**src/include/dpio_defs.svh**
```systemverilog
`ifndef DPIO_DEFS_SVH
`define DPIO_DEFS_SVH

// ==========================================================
// Register indices (byte address is four times the index)
// ==========================================================
`define DPIO_IDX_FIRST 8'h08
`define DPIO_IDX_SECOND 8'h09
`define DPIO_IDX_THIRD 8'h0a
`define DPIO_IDX_CFG 8'h0b

// ==========================================================
// Configuration byte bit positions
// ==========================================================
`define DPIO_CFG_C_LOW 0
`define DPIO_CFG_SECOND 1
`define DPIO_CFG_UNUSED 2
`define DPIO_CFG_C_HIGH 3
`define DPIO_CFG_FIRST 4
`define DPIO_CFG_SIM 5
`define DPIO_CFG_WIDE 6
`define DPIO_CFG_CTR_SEL 7

// ==========================================================
// Reset values and masks
// ==========================================================
`define DPIO_CFG_RESET 8'h1b
`define DPIO_CFG_WMASK 8'hfb
`define DPIO_DATA_RESET 8'h00
`define DPIO_CTR_PIN_OE 4'h8
`define DPIO_HTRANS_ACTIVE 1
`define DPIO_HRESP_OKAY 1'h0

`endif

```
**src/include/dpio_pkg.sv**
```systemverilog
package dpio_pkg;

  // Field order matches the configuration byte, bit 7 first
  typedef struct packed {
    logic counter_pin_select;
    logic converter_wide_mode;
    logic converter_simultaneous_update;
    logic first_port_direction;
    logic third_port_upper_direction;
    logic unused;
    logic second_port_direction;
    logic third_port_lower_direction;
  } dpio_cfg_s;

  // Pin drive of one port
  typedef struct packed {
    logic [7:0] out;
    logic [7:0] oe;
  } dpio_pin_s;

  // Register selected by the latched address phase
  typedef enum logic [4:0] {
    DPIO_SEL_NONE = 5'b00001,
    DPIO_SEL_FIRST = 5'b00010,
    DPIO_SEL_SECOND = 5'b00100,
    DPIO_SEL_THIRD = 5'b01000,
    DPIO_SEL_CFG = 5'b10000
  } dpio_sel_e;

endpackage : dpio_pkg

```
**src/logic/dpio_top.sv**
```systemverilog
`timescale 1ns/1ns
`include "dpio_defs.svh"

// ==========================================================
// ==========================================================
module dpio_top #(
  parameter int ADDR_W = 12
) (
  // Clock and reset
  input wire logic clk_sys,
  input wire logic srst,
  // AHB-Lite slave
  input wire logic hsel,
  input wire logic [ADDR_W-1:0] haddr,
  input wire logic [1:0] htrans,
  input wire logic hwrite,
  input wire logic [2:0] hsize,
  input wire logic [31:0] hwdata,
  input wire logic hready,
  output logic hreadyout,
  output logic hresp,
  output logic [31:0] hrdata,
  // First port pins
  input wire logic [7:0] first_port_bits_in,
  output logic [7:0] first_port_bits_out,
  output logic [7:0] first_port_bits_oe,
  // Second port pins
  input wire logic [7:0] second_port_bits_in,
  output logic [7:0] second_port_bits_out,
  output logic [7:0] second_port_bits_oe,
  // Third port pins
  input wire logic [7:0] third_port_bits_in,
  output logic [7:0] third_port_bits_out,
  output logic [7:0] third_port_bits_oe,
  // Counter/timer side
  input wire logic ctr0_out_in,
  output logic ctr0_gate,
  output logic ctr1_gate,
  output logic ctr1_clk,
  // Converter controls and counter select
  output logic converter_wide_mode,
  output logic converter_simultaneous_update,
  output logic counter_pin_select
);

  // ========================================================
  // Elaboration check
  // ========================================================
  if (ADDR_W < 6) begin : g_bad_addr
    $error("dpio_top: ADDR_W must be at least 6");
  end

  // ========================================================
  // Address phase decode
  // ========================================================
  logic addr_take;
  logic aligned;
  logic [ADDR_W-3:0] widx;
  dpio_pkg::dpio_sel_e sel_ap;
  assign addr_take = hsel & htrans[`DPIO_HTRANS_ACTIVE] & hready;
  assign aligned = (haddr[1:0] == 2'h0);
  assign widx = haddr[ADDR_W-1:2];
  assign sel_ap = !aligned ? dpio_pkg::DPIO_SEL_NONE :
    (widx == (ADDR_W-2)'(`DPIO_IDX_FIRST)) ? dpio_pkg::DPIO_SEL_FIRST :
    (widx == (ADDR_W-2)'(`DPIO_IDX_SECOND)) ? dpio_pkg::DPIO_SEL_SECOND :
    (widx == (ADDR_W-2)'(`DPIO_IDX_THIRD)) ? dpio_pkg::DPIO_SEL_THIRD :
    (widx == (ADDR_W-2)'(`DPIO_IDX_CFG)) ? dpio_pkg::DPIO_SEL_CFG :
    dpio_pkg::DPIO_SEL_NONE;

  // Latched write target for the data phase
  dpio_pkg::dpio_sel_e wsel_q;
  dpio_pkg::dpio_sel_e wsel_d;
  assign wsel_d = (addr_take && hwrite) ? sel_ap : dpio_pkg::DPIO_SEL_NONE;

  always_ff @(posedge clk_sys) begin
    if (srst) begin
      wsel_q <= dpio_pkg::DPIO_SEL_NONE;
    end else begin
      wsel_q <= wsel_d;
    end
  end

  // ========================================================
  // Registers
  // ========================================================
  logic [7:0] first_q;
  logic [7:0] first_d;
  logic [7:0] second_q;
  logic [7:0] second_d;
  logic [7:0] third_q;
  logic [7:0] third_d;
  dpio_pkg::dpio_cfg_s cfg_q;
  dpio_pkg::dpio_cfg_s cfg_d;

  // Data registers store even in input mode, so a later switch to
  // output drives the value software last wrote
  assign first_d = (wsel_q == dpio_pkg::DPIO_SEL_FIRST) ? hwdata[7:0] : first_q;
  assign second_d = (wsel_q == dpio_pkg::DPIO_SEL_SECOND) ? hwdata[7:0] : second_q;
  assign third_d = (wsel_q == dpio_pkg::DPIO_SEL_THIRD) ? hwdata[7:0] : third_q;
  // Converter bits are written along with directions; unused bit 2 is masked to zero
  assign cfg_d = (wsel_q == dpio_pkg::DPIO_SEL_CFG) ?
    dpio_pkg::dpio_cfg_s'(hwdata[7:0] & `DPIO_CFG_WMASK) : cfg_q;

  always_ff @(posedge clk_sys) begin
    if (srst) begin
      first_q <= `DPIO_DATA_RESET;
      second_q <= `DPIO_DATA_RESET;
      third_q <= `DPIO_DATA_RESET;
      cfg_q <= dpio_pkg::dpio_cfg_s'(`DPIO_CFG_RESET);
    end else begin
      first_q <= first_d;
      second_q <= second_d;
      third_q <= third_d;
      cfg_q <= cfg_d;
    end
  end

  // ========================================================
  // Direction masks (1 = input), from next register state
  // ========================================================
  logic [7:0] first_in_m;
  logic [7:0] second_in_m;
  logic [3:0] third_lo_in_m;
  logic [3:0] third_hi_in_m;
  logic [7:0] third_in_m;
  logic [7:0] third_src;
  assign first_in_m = {8{cfg_d.first_port_direction}};
  assign second_in_m = {8{cfg_d.second_port_direction}};
  assign third_lo_in_m = {4{cfg_d.third_port_lower_direction}};
  // Counter mode fixes the upper pins whatever the direction bit says
  assign third_hi_in_m = cfg_d.counter_pin_select ? ~`DPIO_CTR_PIN_OE :
    {4{cfg_d.third_port_upper_direction}};
  assign third_in_m = {third_hi_in_m, third_lo_in_m};
  // In counter mode bit 7 carries the counter 0 output
  assign third_src = cfg_d.counter_pin_select ?
    {ctr0_out_in, third_d[6:0]} : third_d;

  // ========================================================
  // Read mux (uses next state so a read right after a write sees it)
  // ========================================================
  logic [7:0] first_rd;
  logic [7:0] second_rd;
  logic [7:0] third_rd;
  logic [7:0] rd_byte;
  logic rd_take;
  assign first_rd = (first_in_m & first_port_bits_in) | (~first_in_m & first_d);
  assign second_rd = (second_in_m & second_port_bits_in) | (~second_in_m & second_d);
  assign third_rd = (third_in_m & third_port_bits_in) | (~third_in_m & third_src);
  assign rd_take = addr_take & ~hwrite;
  assign rd_byte = (sel_ap == dpio_pkg::DPIO_SEL_FIRST) ? first_rd :
    (sel_ap == dpio_pkg::DPIO_SEL_SECOND) ? second_rd :
    (sel_ap == dpio_pkg::DPIO_SEL_THIRD) ? third_rd :
    (sel_ap == dpio_pkg::DPIO_SEL_CFG) ? cfg_d : 8'h00;

  // ========================================================
  // Bus response: zero wait states, always OKAY
  // ========================================================
  logic [31:0] hrdata_q;
  logic hreadyout_q;
  logic hresp_q;

  always_ff @(posedge clk_sys) begin
    if (srst) begin
      hrdata_q <= 32'h0000_0000;
      hreadyout_q <= 1'h1;
      hresp_q <= `DPIO_HRESP_OKAY;
    end else begin
      hrdata_q <= rd_take ? {24'h00_0000, rd_byte} : 32'h0000_0000;
      hreadyout_q <= 1'h1;
      hresp_q <= `DPIO_HRESP_OKAY;
    end
  end

  assign hrdata = hrdata_q;
  assign hreadyout = hreadyout_q;
  assign hresp = hresp_q;

  // ========================================================
  // Pin drivers (registered, loaded from next state on the same edge as the registers)
  // ========================================================
  dpio_pkg::dpio_pin_s first_pin_q;
  dpio_pkg::dpio_pin_s second_pin_q;
  dpio_pkg::dpio_pin_s third_pin_q;
  logic ctr0_gate_q;
  logic ctr1_gate_q;
  logic ctr1_clk_q;

  always_ff @(posedge clk_sys) begin
    if (srst) begin
      first_pin_q <= '0;
      second_pin_q <= '0;
      third_pin_q <= '0;
    end else begin
      first_pin_q <= '{out: first_d, oe: ~first_in_m};
      second_pin_q <= '{out: second_d, oe: ~second_in_m};
      third_pin_q <= '{out: third_src, oe: ~third_in_m};
    end
  end

  // Gate and clock feeds stay low outside counter mode
  always_ff @(posedge clk_sys) begin
    if (srst) begin
      ctr0_gate_q <= 1'h0;
      ctr1_gate_q <= 1'h0;
      ctr1_clk_q <= 1'h0;
    end else begin
      ctr0_gate_q <= cfg_q.counter_pin_select & third_port_bits_in[4];
      ctr1_gate_q <= cfg_q.counter_pin_select & third_port_bits_in[5];
      ctr1_clk_q <= cfg_q.counter_pin_select & third_port_bits_in[6];
    end
  end

  assign first_port_bits_out = first_pin_q.out;
  assign first_port_bits_oe = first_pin_q.oe;
  assign second_port_bits_out = second_pin_q.out;
  assign second_port_bits_oe = second_pin_q.oe;
  assign third_port_bits_out = third_pin_q.out;
  assign third_port_bits_oe = third_pin_q.oe;
  assign ctr0_gate = ctr0_gate_q;
  assign ctr1_gate = ctr1_gate_q;
  assign ctr1_clk = ctr1_clk_q;
  assign converter_wide_mode = cfg_q.converter_wide_mode;
  assign converter_simultaneous_update = cfg_q.converter_simultaneous_update;
  assign counter_pin_select = cfg_q.counter_pin_select;
endmodule : dpio_top

```
**config.mk**
```make
export PLATFORM = sky130hd
export DESIGN_NAME = dpio_top
export DESIGN_NICKNAME = d
export VERILOG_FILES = /design/src/include/dpio_pkg.sv /design/src/logic/dpio_top.sv
export VERILOG_INCLUDE_DIRS = /design/src /design/src/include
export SDC_FILE = /design/constraint.sdc
export NUM_CORES = 1
export LEC_CHECK = 0
export ABC_AREA = 0
export BUFFER_PORTS_ARGS = -buffer_cell sky130_fd_sc_hd__buf_2
export CORE_MARGIN = 8
export CORE_UTILIZATION = 30
export DETAILED_ROUTE_END_ITERATION = 6
export SYNTH_ARGS = -nofsm -noshare
export SYNTH_HDL_FRONTEND = slang
export SYNTH_SLANG_ARGS = --single-unit
```
**constraint.sdc**
```tcl
create_clock -name clk_sys -period 3.5 [get_ports clk_sys]
set_input_delay 0.175 -clock clk_sys [delete_from_list [all_inputs] [get_ports clk_sys]]
set_output_delay 0.175 -clock clk_sys [all_outputs]
set_load 0.05 [all_outputs]
```
## Word level (Yosys, flattened, before mapping)

Index checks and enable logic that the tools add are counted.

| storage, ports and cells | value |
|---|---|
| bits in registers | 104 |
| bits of input ports | 79 |
| output and inout bits | 88 |
| word-level logic and storage cells | 73 |

| operators by class | value |
|---|---|
| equal/unequal tests | 12 |
| multiplexer cells | 15 |
| bitwise logic cells | 21 |
| reductions and logical operators | 4 |

Operator list:

| kind | count |
|---|---|
| 8-bit two-way mux | 9 |
| 8-bit bitwise AND | 6 |
| 10-bit by 4-bit equality test with 1-bit output (second input constant) | 4 |
| 5-bit two-way mux | 5 |
| 8-bit NOT | 3 |
| 8-bit bitwise OR | 3 |
| 5-bit by 2-bit equality test with 1-bit output (second input constant) | 2 |
| 5-bit by 3-bit equality test with 1-bit output (second input constant) | 2 |
| 5-bit by 4-bit equality test with 1-bit output (second input constant) | 2 |
| 5-bit equality test (second input constant) | 2 |
| 1-bit bitwise AND | 6 |
| 4-bit two-way mux | 1 |
| 2-bit OR reduction | 2 |
| 1-bit NOT | 3 |
| 2-bit logical NOT | 1 |
| 1-bit logical AND | 1 |

## Longest topological paths before layout

| depth | value |
|---|---|
| word-level depth | 11 |
| mapped depth | 7 |
| mapped depth without buffers | 6 |

## Worst setup path before layout

OpenSTA, ideal clock, no wires.

| timing path | value |
|---|---|
| path kind | register to register |
| from | reg wsel_q[1] |
| to | reg hrdata_q[7], in the netlist hrdata[7] |
| setup time | 0.070 ns |
| data arrival time | 1.838 ns |
| required time | 3.430 ns |
| path slack | 1.592 ns |
| stages on the path, launching flop included | 7 |
| buffers on the path | 0 |
| clock period less this slack | 1.908 ns |
| cells stage by stage | dfxtp_1 -> nor4_4 -> nand2_4 -> mux2i_2 -> a211o_1 -> a221o_1 -> a21oi_1 |

| on the way | value |
|---|---|
| word-level cells in the longest chain between the ends | 9 |
| elaborated cells on any way between the ends | 26 |
| those cells by class | eq/ne (4); mux (10); bitwise (12) |

Ends and longest elaborated chain:

| element | RTL line | text |
|---|---|---|
| from (decl) | dpio_top.sv:71 | `dpio_pkg::dpio_sel_e wsel_q;` |
| from (signal assigned) | dpio_top.sv:77 | `wsel_q <= dpio_pkg::DPIO_SEL_NONE;` |
| from (signal assigned) | dpio_top.sv:79 | `wsel_q <= wsel_d;` |
| 5-bit equality test | dpio_top.sv:101 | `assign cfg_d = (wsel_q == dpio_pkg::DPIO_SEL_CFG) ?` |
| 8-bit two-way mux | dpio_top.sv:101 |  |
| 4-bit two-way mux | dpio_top.sv:131 | `` assign third_hi_in_m = cfg_d.counter_pin_select ? ~`DPIO_CTR_PIN_OE : `` |
| 8-bit NOT | dpio_top.sv:148 | `assign third_rd = (third_in_m & third_port_bits_in) \| (~third_in_m & third_src);` |
| 8-bit bitwise AND | dpio_top.sv:148 |  |
| 8-bit bitwise OR | dpio_top.sv:148 |  |
| 8-bit two-way mux | dpio_top.sv:152 | `(sel_ap == dpio_pkg::DPIO_SEL_THIRD) ? third_rd :` |
| 8-bit two-way mux | dpio_top.sv:151 | `(sel_ap == dpio_pkg::DPIO_SEL_SECOND) ? second_rd :` |
| 8-bit two-way mux * | dpio_top.sv:150 | `assign rd_byte = (sel_ap == dpio_pkg::DPIO_SEL_FIRST) ? first_rd :` |
| to (signal assigned) | dpio_top.sv:168 | `hrdata_q <= rd_take ? {24'h00_0000, rd_byte} : 32'h0000_0000;` |
| to (decl) | dpio_top.sv:158 | `logic [31:0] hrdata_q;` |

Mark *: on every way between the ends. The rest lies on a longest branch, timed or not.
A chain may end at the register's enable or synchronous reset.

## Final worst setup path

| timing path | value |
|---|---|
| from | reg wsel_q[1] |
| to | reg hrdata_q[0], in the netlist hrdata[0] |

| on the way | value |
|---|---|
| word-level cells in the longest chain between the ends | 8 |
| elaborated cells on any way between the ends | 25 |
| those cells by class | eq/ne (4); mux (9); bitwise (12) |

Ends and longest elaborated chain:

| element | RTL line |
|---|---|
| 5-bit by 4-bit equality test with 1-bit output / 5-bit equality test (equally long branches) | dpio_top.sv:99, dpio_top.sv:101 |
| 8-bit two-way mux, on equally long branches | dpio_top.sv:99, dpio_top.sv:101 |
| 8-bit two-way mux / 8-bit NOT (equally long branches) | dpio_top.sv:135, dpio_top.sv:148 |
| 8-bit bitwise AND | dpio_top.sv:148 |
| 8-bit bitwise OR | dpio_top.sv:148 |
| 8-bit two-way mux | dpio_top.sv:152 |
| 8-bit two-way mux | dpio_top.sv:151 |
| 8-bit two-way mux * | dpio_top.sv:150 |

Marked as above.

==> out/metrics.yaml <==
outcome: "complete, no violations"
drive_above_1_share_pct: 37.5
hpwlAfterDp_mm: 6.45
wl_met3_um: 575
synth.area.mux_share_pct: 15.2
drtIter0Drc: 66
gr-total-overflow: 0
wl_met2_mm: 3.84
area_growth_pct: 16.8
grt_max_degree: 38
synthAdderAreaFrac_pct: 0
fp.dieW_um: 112
p_leak_uw: 0.00169
clock_path_buffers: 2
hold_buffers: 0
clock_latency_ns: 0.31
synth_cells: 299
finalNetCount: 459
ys_seq_elements: 54
layout_common_cells: "buf_2, dfxtp_1, nor2_1, conb_1, mux2i_1"
r2r_setup_slack_ns: 1.27
setup-tns-final_ns: 0
drcViolationCount: 0
core-area_um2: 9110
drv_cap: 0
criticalPathCategory: "flip-flop to flip-flop"
worstSetupStartpoint: "wsel_q[1]"
holdCritPathClass: "input pin to flip-flop"
rsz0062_at_grt: "no"
post-route-period-util_pct: 63.7
vias: 2281
grt_pass1_vias: 2385
syn_area_um2: 2760
r2r-start: "wsel_q[1]"
first_pass_iters: 4
diodes: 0
final-setup-viol-count: 0
synth-compound-area-share_pct: 12.2
routabilityCongestion: 0.823
synth_xor_area_share_pct: 0
io_buffers: 112
synth_top_area_cell: "dfxtp_1"
crit_path_end: "hrdata[0]"
fmax_ghz: 0.448
vdd_ir_drop_max_mv: 0.145
crit_fanout: 18
wl_per_cell_um: 16.6
synth_top_area_share_pct: 39.1
m1WireLength_mm: 3.63
synth.area.top_cells: "dfxtp_1, buf_4, mux2i_1"
path_clk_slew_ns: 0.10
tightestPinTransition_ns: 0.681
place_ws_ns: 1.31
drt_wl_total_mm: 8.19
setup_ws_ns: 1.27
root_buffer: "clkbuf_8"
ioPinCount: 167
crit_path_end_kind: "flip-flop"
arrival_ns: 2.39
final_area_um2: 3230
grt_pass1_wl_mm: 12.5
finalHoldViolCount: 0
r2r_cells: 6
seq_area_frac_synth_pct: 39.1
skew_ns: 0.00600
fp.dieH_um: 112
synth.avg_cell_area_um2: 9.24
post_cts_resize_count: 0
hold_path_startpoint: "third_port_bits_in[6]"
slew-limit-headroom_pct: 54.6
crit_required_ns: 3.66
synth_cell_type_count: 50
synth_top_family_by_area: "buffers and inverters"
antenna_found_initial: 0
cts_buffers: 5
placementRows: 35
cellPowerDensity_nw_per_um2: 358
track_usage_pct: 12.6
post-cts-setup-buffers: 0
yosys.area_share.simple_pct: 16.6
via_per_inst: 4.64
cts_sinks: 54
htreeDepth: 2
die_area_um2: 12500
start_util_pct: 30.3
ant_nets: 0
dr.max_layer_used: "met4"
ys_warn_count: 0
layout_commonest_cell: "buf_2"
place_area_um2: 3120
r2r-end: "hrdata[0]"
finalCriticalPeriod_ns: 2.23
cts_tree: "yes"
start_kind: "flip-flop"
slew_viol_final: 0
## where the power goes
part	switching, uW	internal, uW
sequential	0.00287	614
clock	207	211
combinational	96.9	27.5
total	304	852
## how the worst min path moves through the flow
| stage | depth (start not counted) | slack, ns | end |
|---|---|---|---|
| floorplan | 1 | 0.27 | wsel_q[0] |
| global placement | 2 | 0.40 | ctr1_clk |
| detailed placement | 2 | 0.40 | ctr1_clk |
| CTS | 2 | 0.07 | ctr1_clk |
| global route | 2 | 0.07 | ctr1_clk |
| finish | 2 | 0.08 | ctr1_clk |
## cells in the mapped netlist (all sizes together)
master,count
and3,2
a21boi,1
nor2b,6
conb,2
mux2i,27
a21oi,9
nand3,5
nand2b,2
a2111oi,6
nand2,13
o31ai,1
nor4b,1
nor2,47
o211ai,1
a31oi,1
o22a,1
a221o,1
inv,5
a211oi,9
o2111ai,2
a21o,1
o21ai,5
dfxtp,54
nand3b,1
buf,56
nor3b,1
and2,4
a22oi,2
nor4,4
nand4b,1
or2,4
mux2,10
o211a,1
a311oi,1
nor3,3
clkbuf,7
a211o,1
a21bo,1
## per-layer routing
metal  vias to the layer above  track usage [%]
li1                       1111                -
met3                        13             4.44
met5                         -                0
met2                        94             21.2
met4                         0             4.05
met1                      1063             14.7
## worst max-delay path: stages, from the launching register on
cell and delay [ns]:
dfxtp_1 0.37, nor4_4 0.39, nand2_4 0.21, mux2_4 0.44, nor2_1 0.13, a211oi_1 0.06
a2111oi_1 0.48
## logic make-up after synthesis
group | after synthesis
and+or+nand+nor | 94
buffers and inverters | 68
DFF | 54
AOI/OAI and AO/OA | 44
muxes | 37
other | 2
## registers in the layout, summed over array words and instances (netlist names), 3 cells and up
signal,count
third_port_bits_oe,3
wsel_q,5
first_port_bits_out,8
third_q,8
hrdata,8
second_port_bits_out,8
cfg_q,5
## stage by stage
stage | cells | total power (uW) | hold slack [ns] | util, %
2_1_floorplan | 323 | 732 | 0.269 | -
3_3_place_gp | 484 | 751 | 0.400 | 34.2
3_5_place_dp | 484 | 751 | 0.399 | 34.2
4_1_cts | 492 | 1170 | 0.0714 | 35.4
5_1_grt | 492 | 1200 | 0.0661 | 35.4
6_report | 492 | 1160 | 0.0792 | 35.4
## area by class of cell
type | count | area, um^2
Fill cell | 952 | 5880
Multi-Input combinational cell | 201 | 1310
Sequential cell | 54 | 1080
Timing Repair Buffer | 113 | 568
Tap cell | 111 | 139
Clock buffer | 5 | 68.8
Clock inverter | 3 | 40.0
Inverter | 5 | 18.8
No activity file was read; power rests on OpenSTA's default activity.
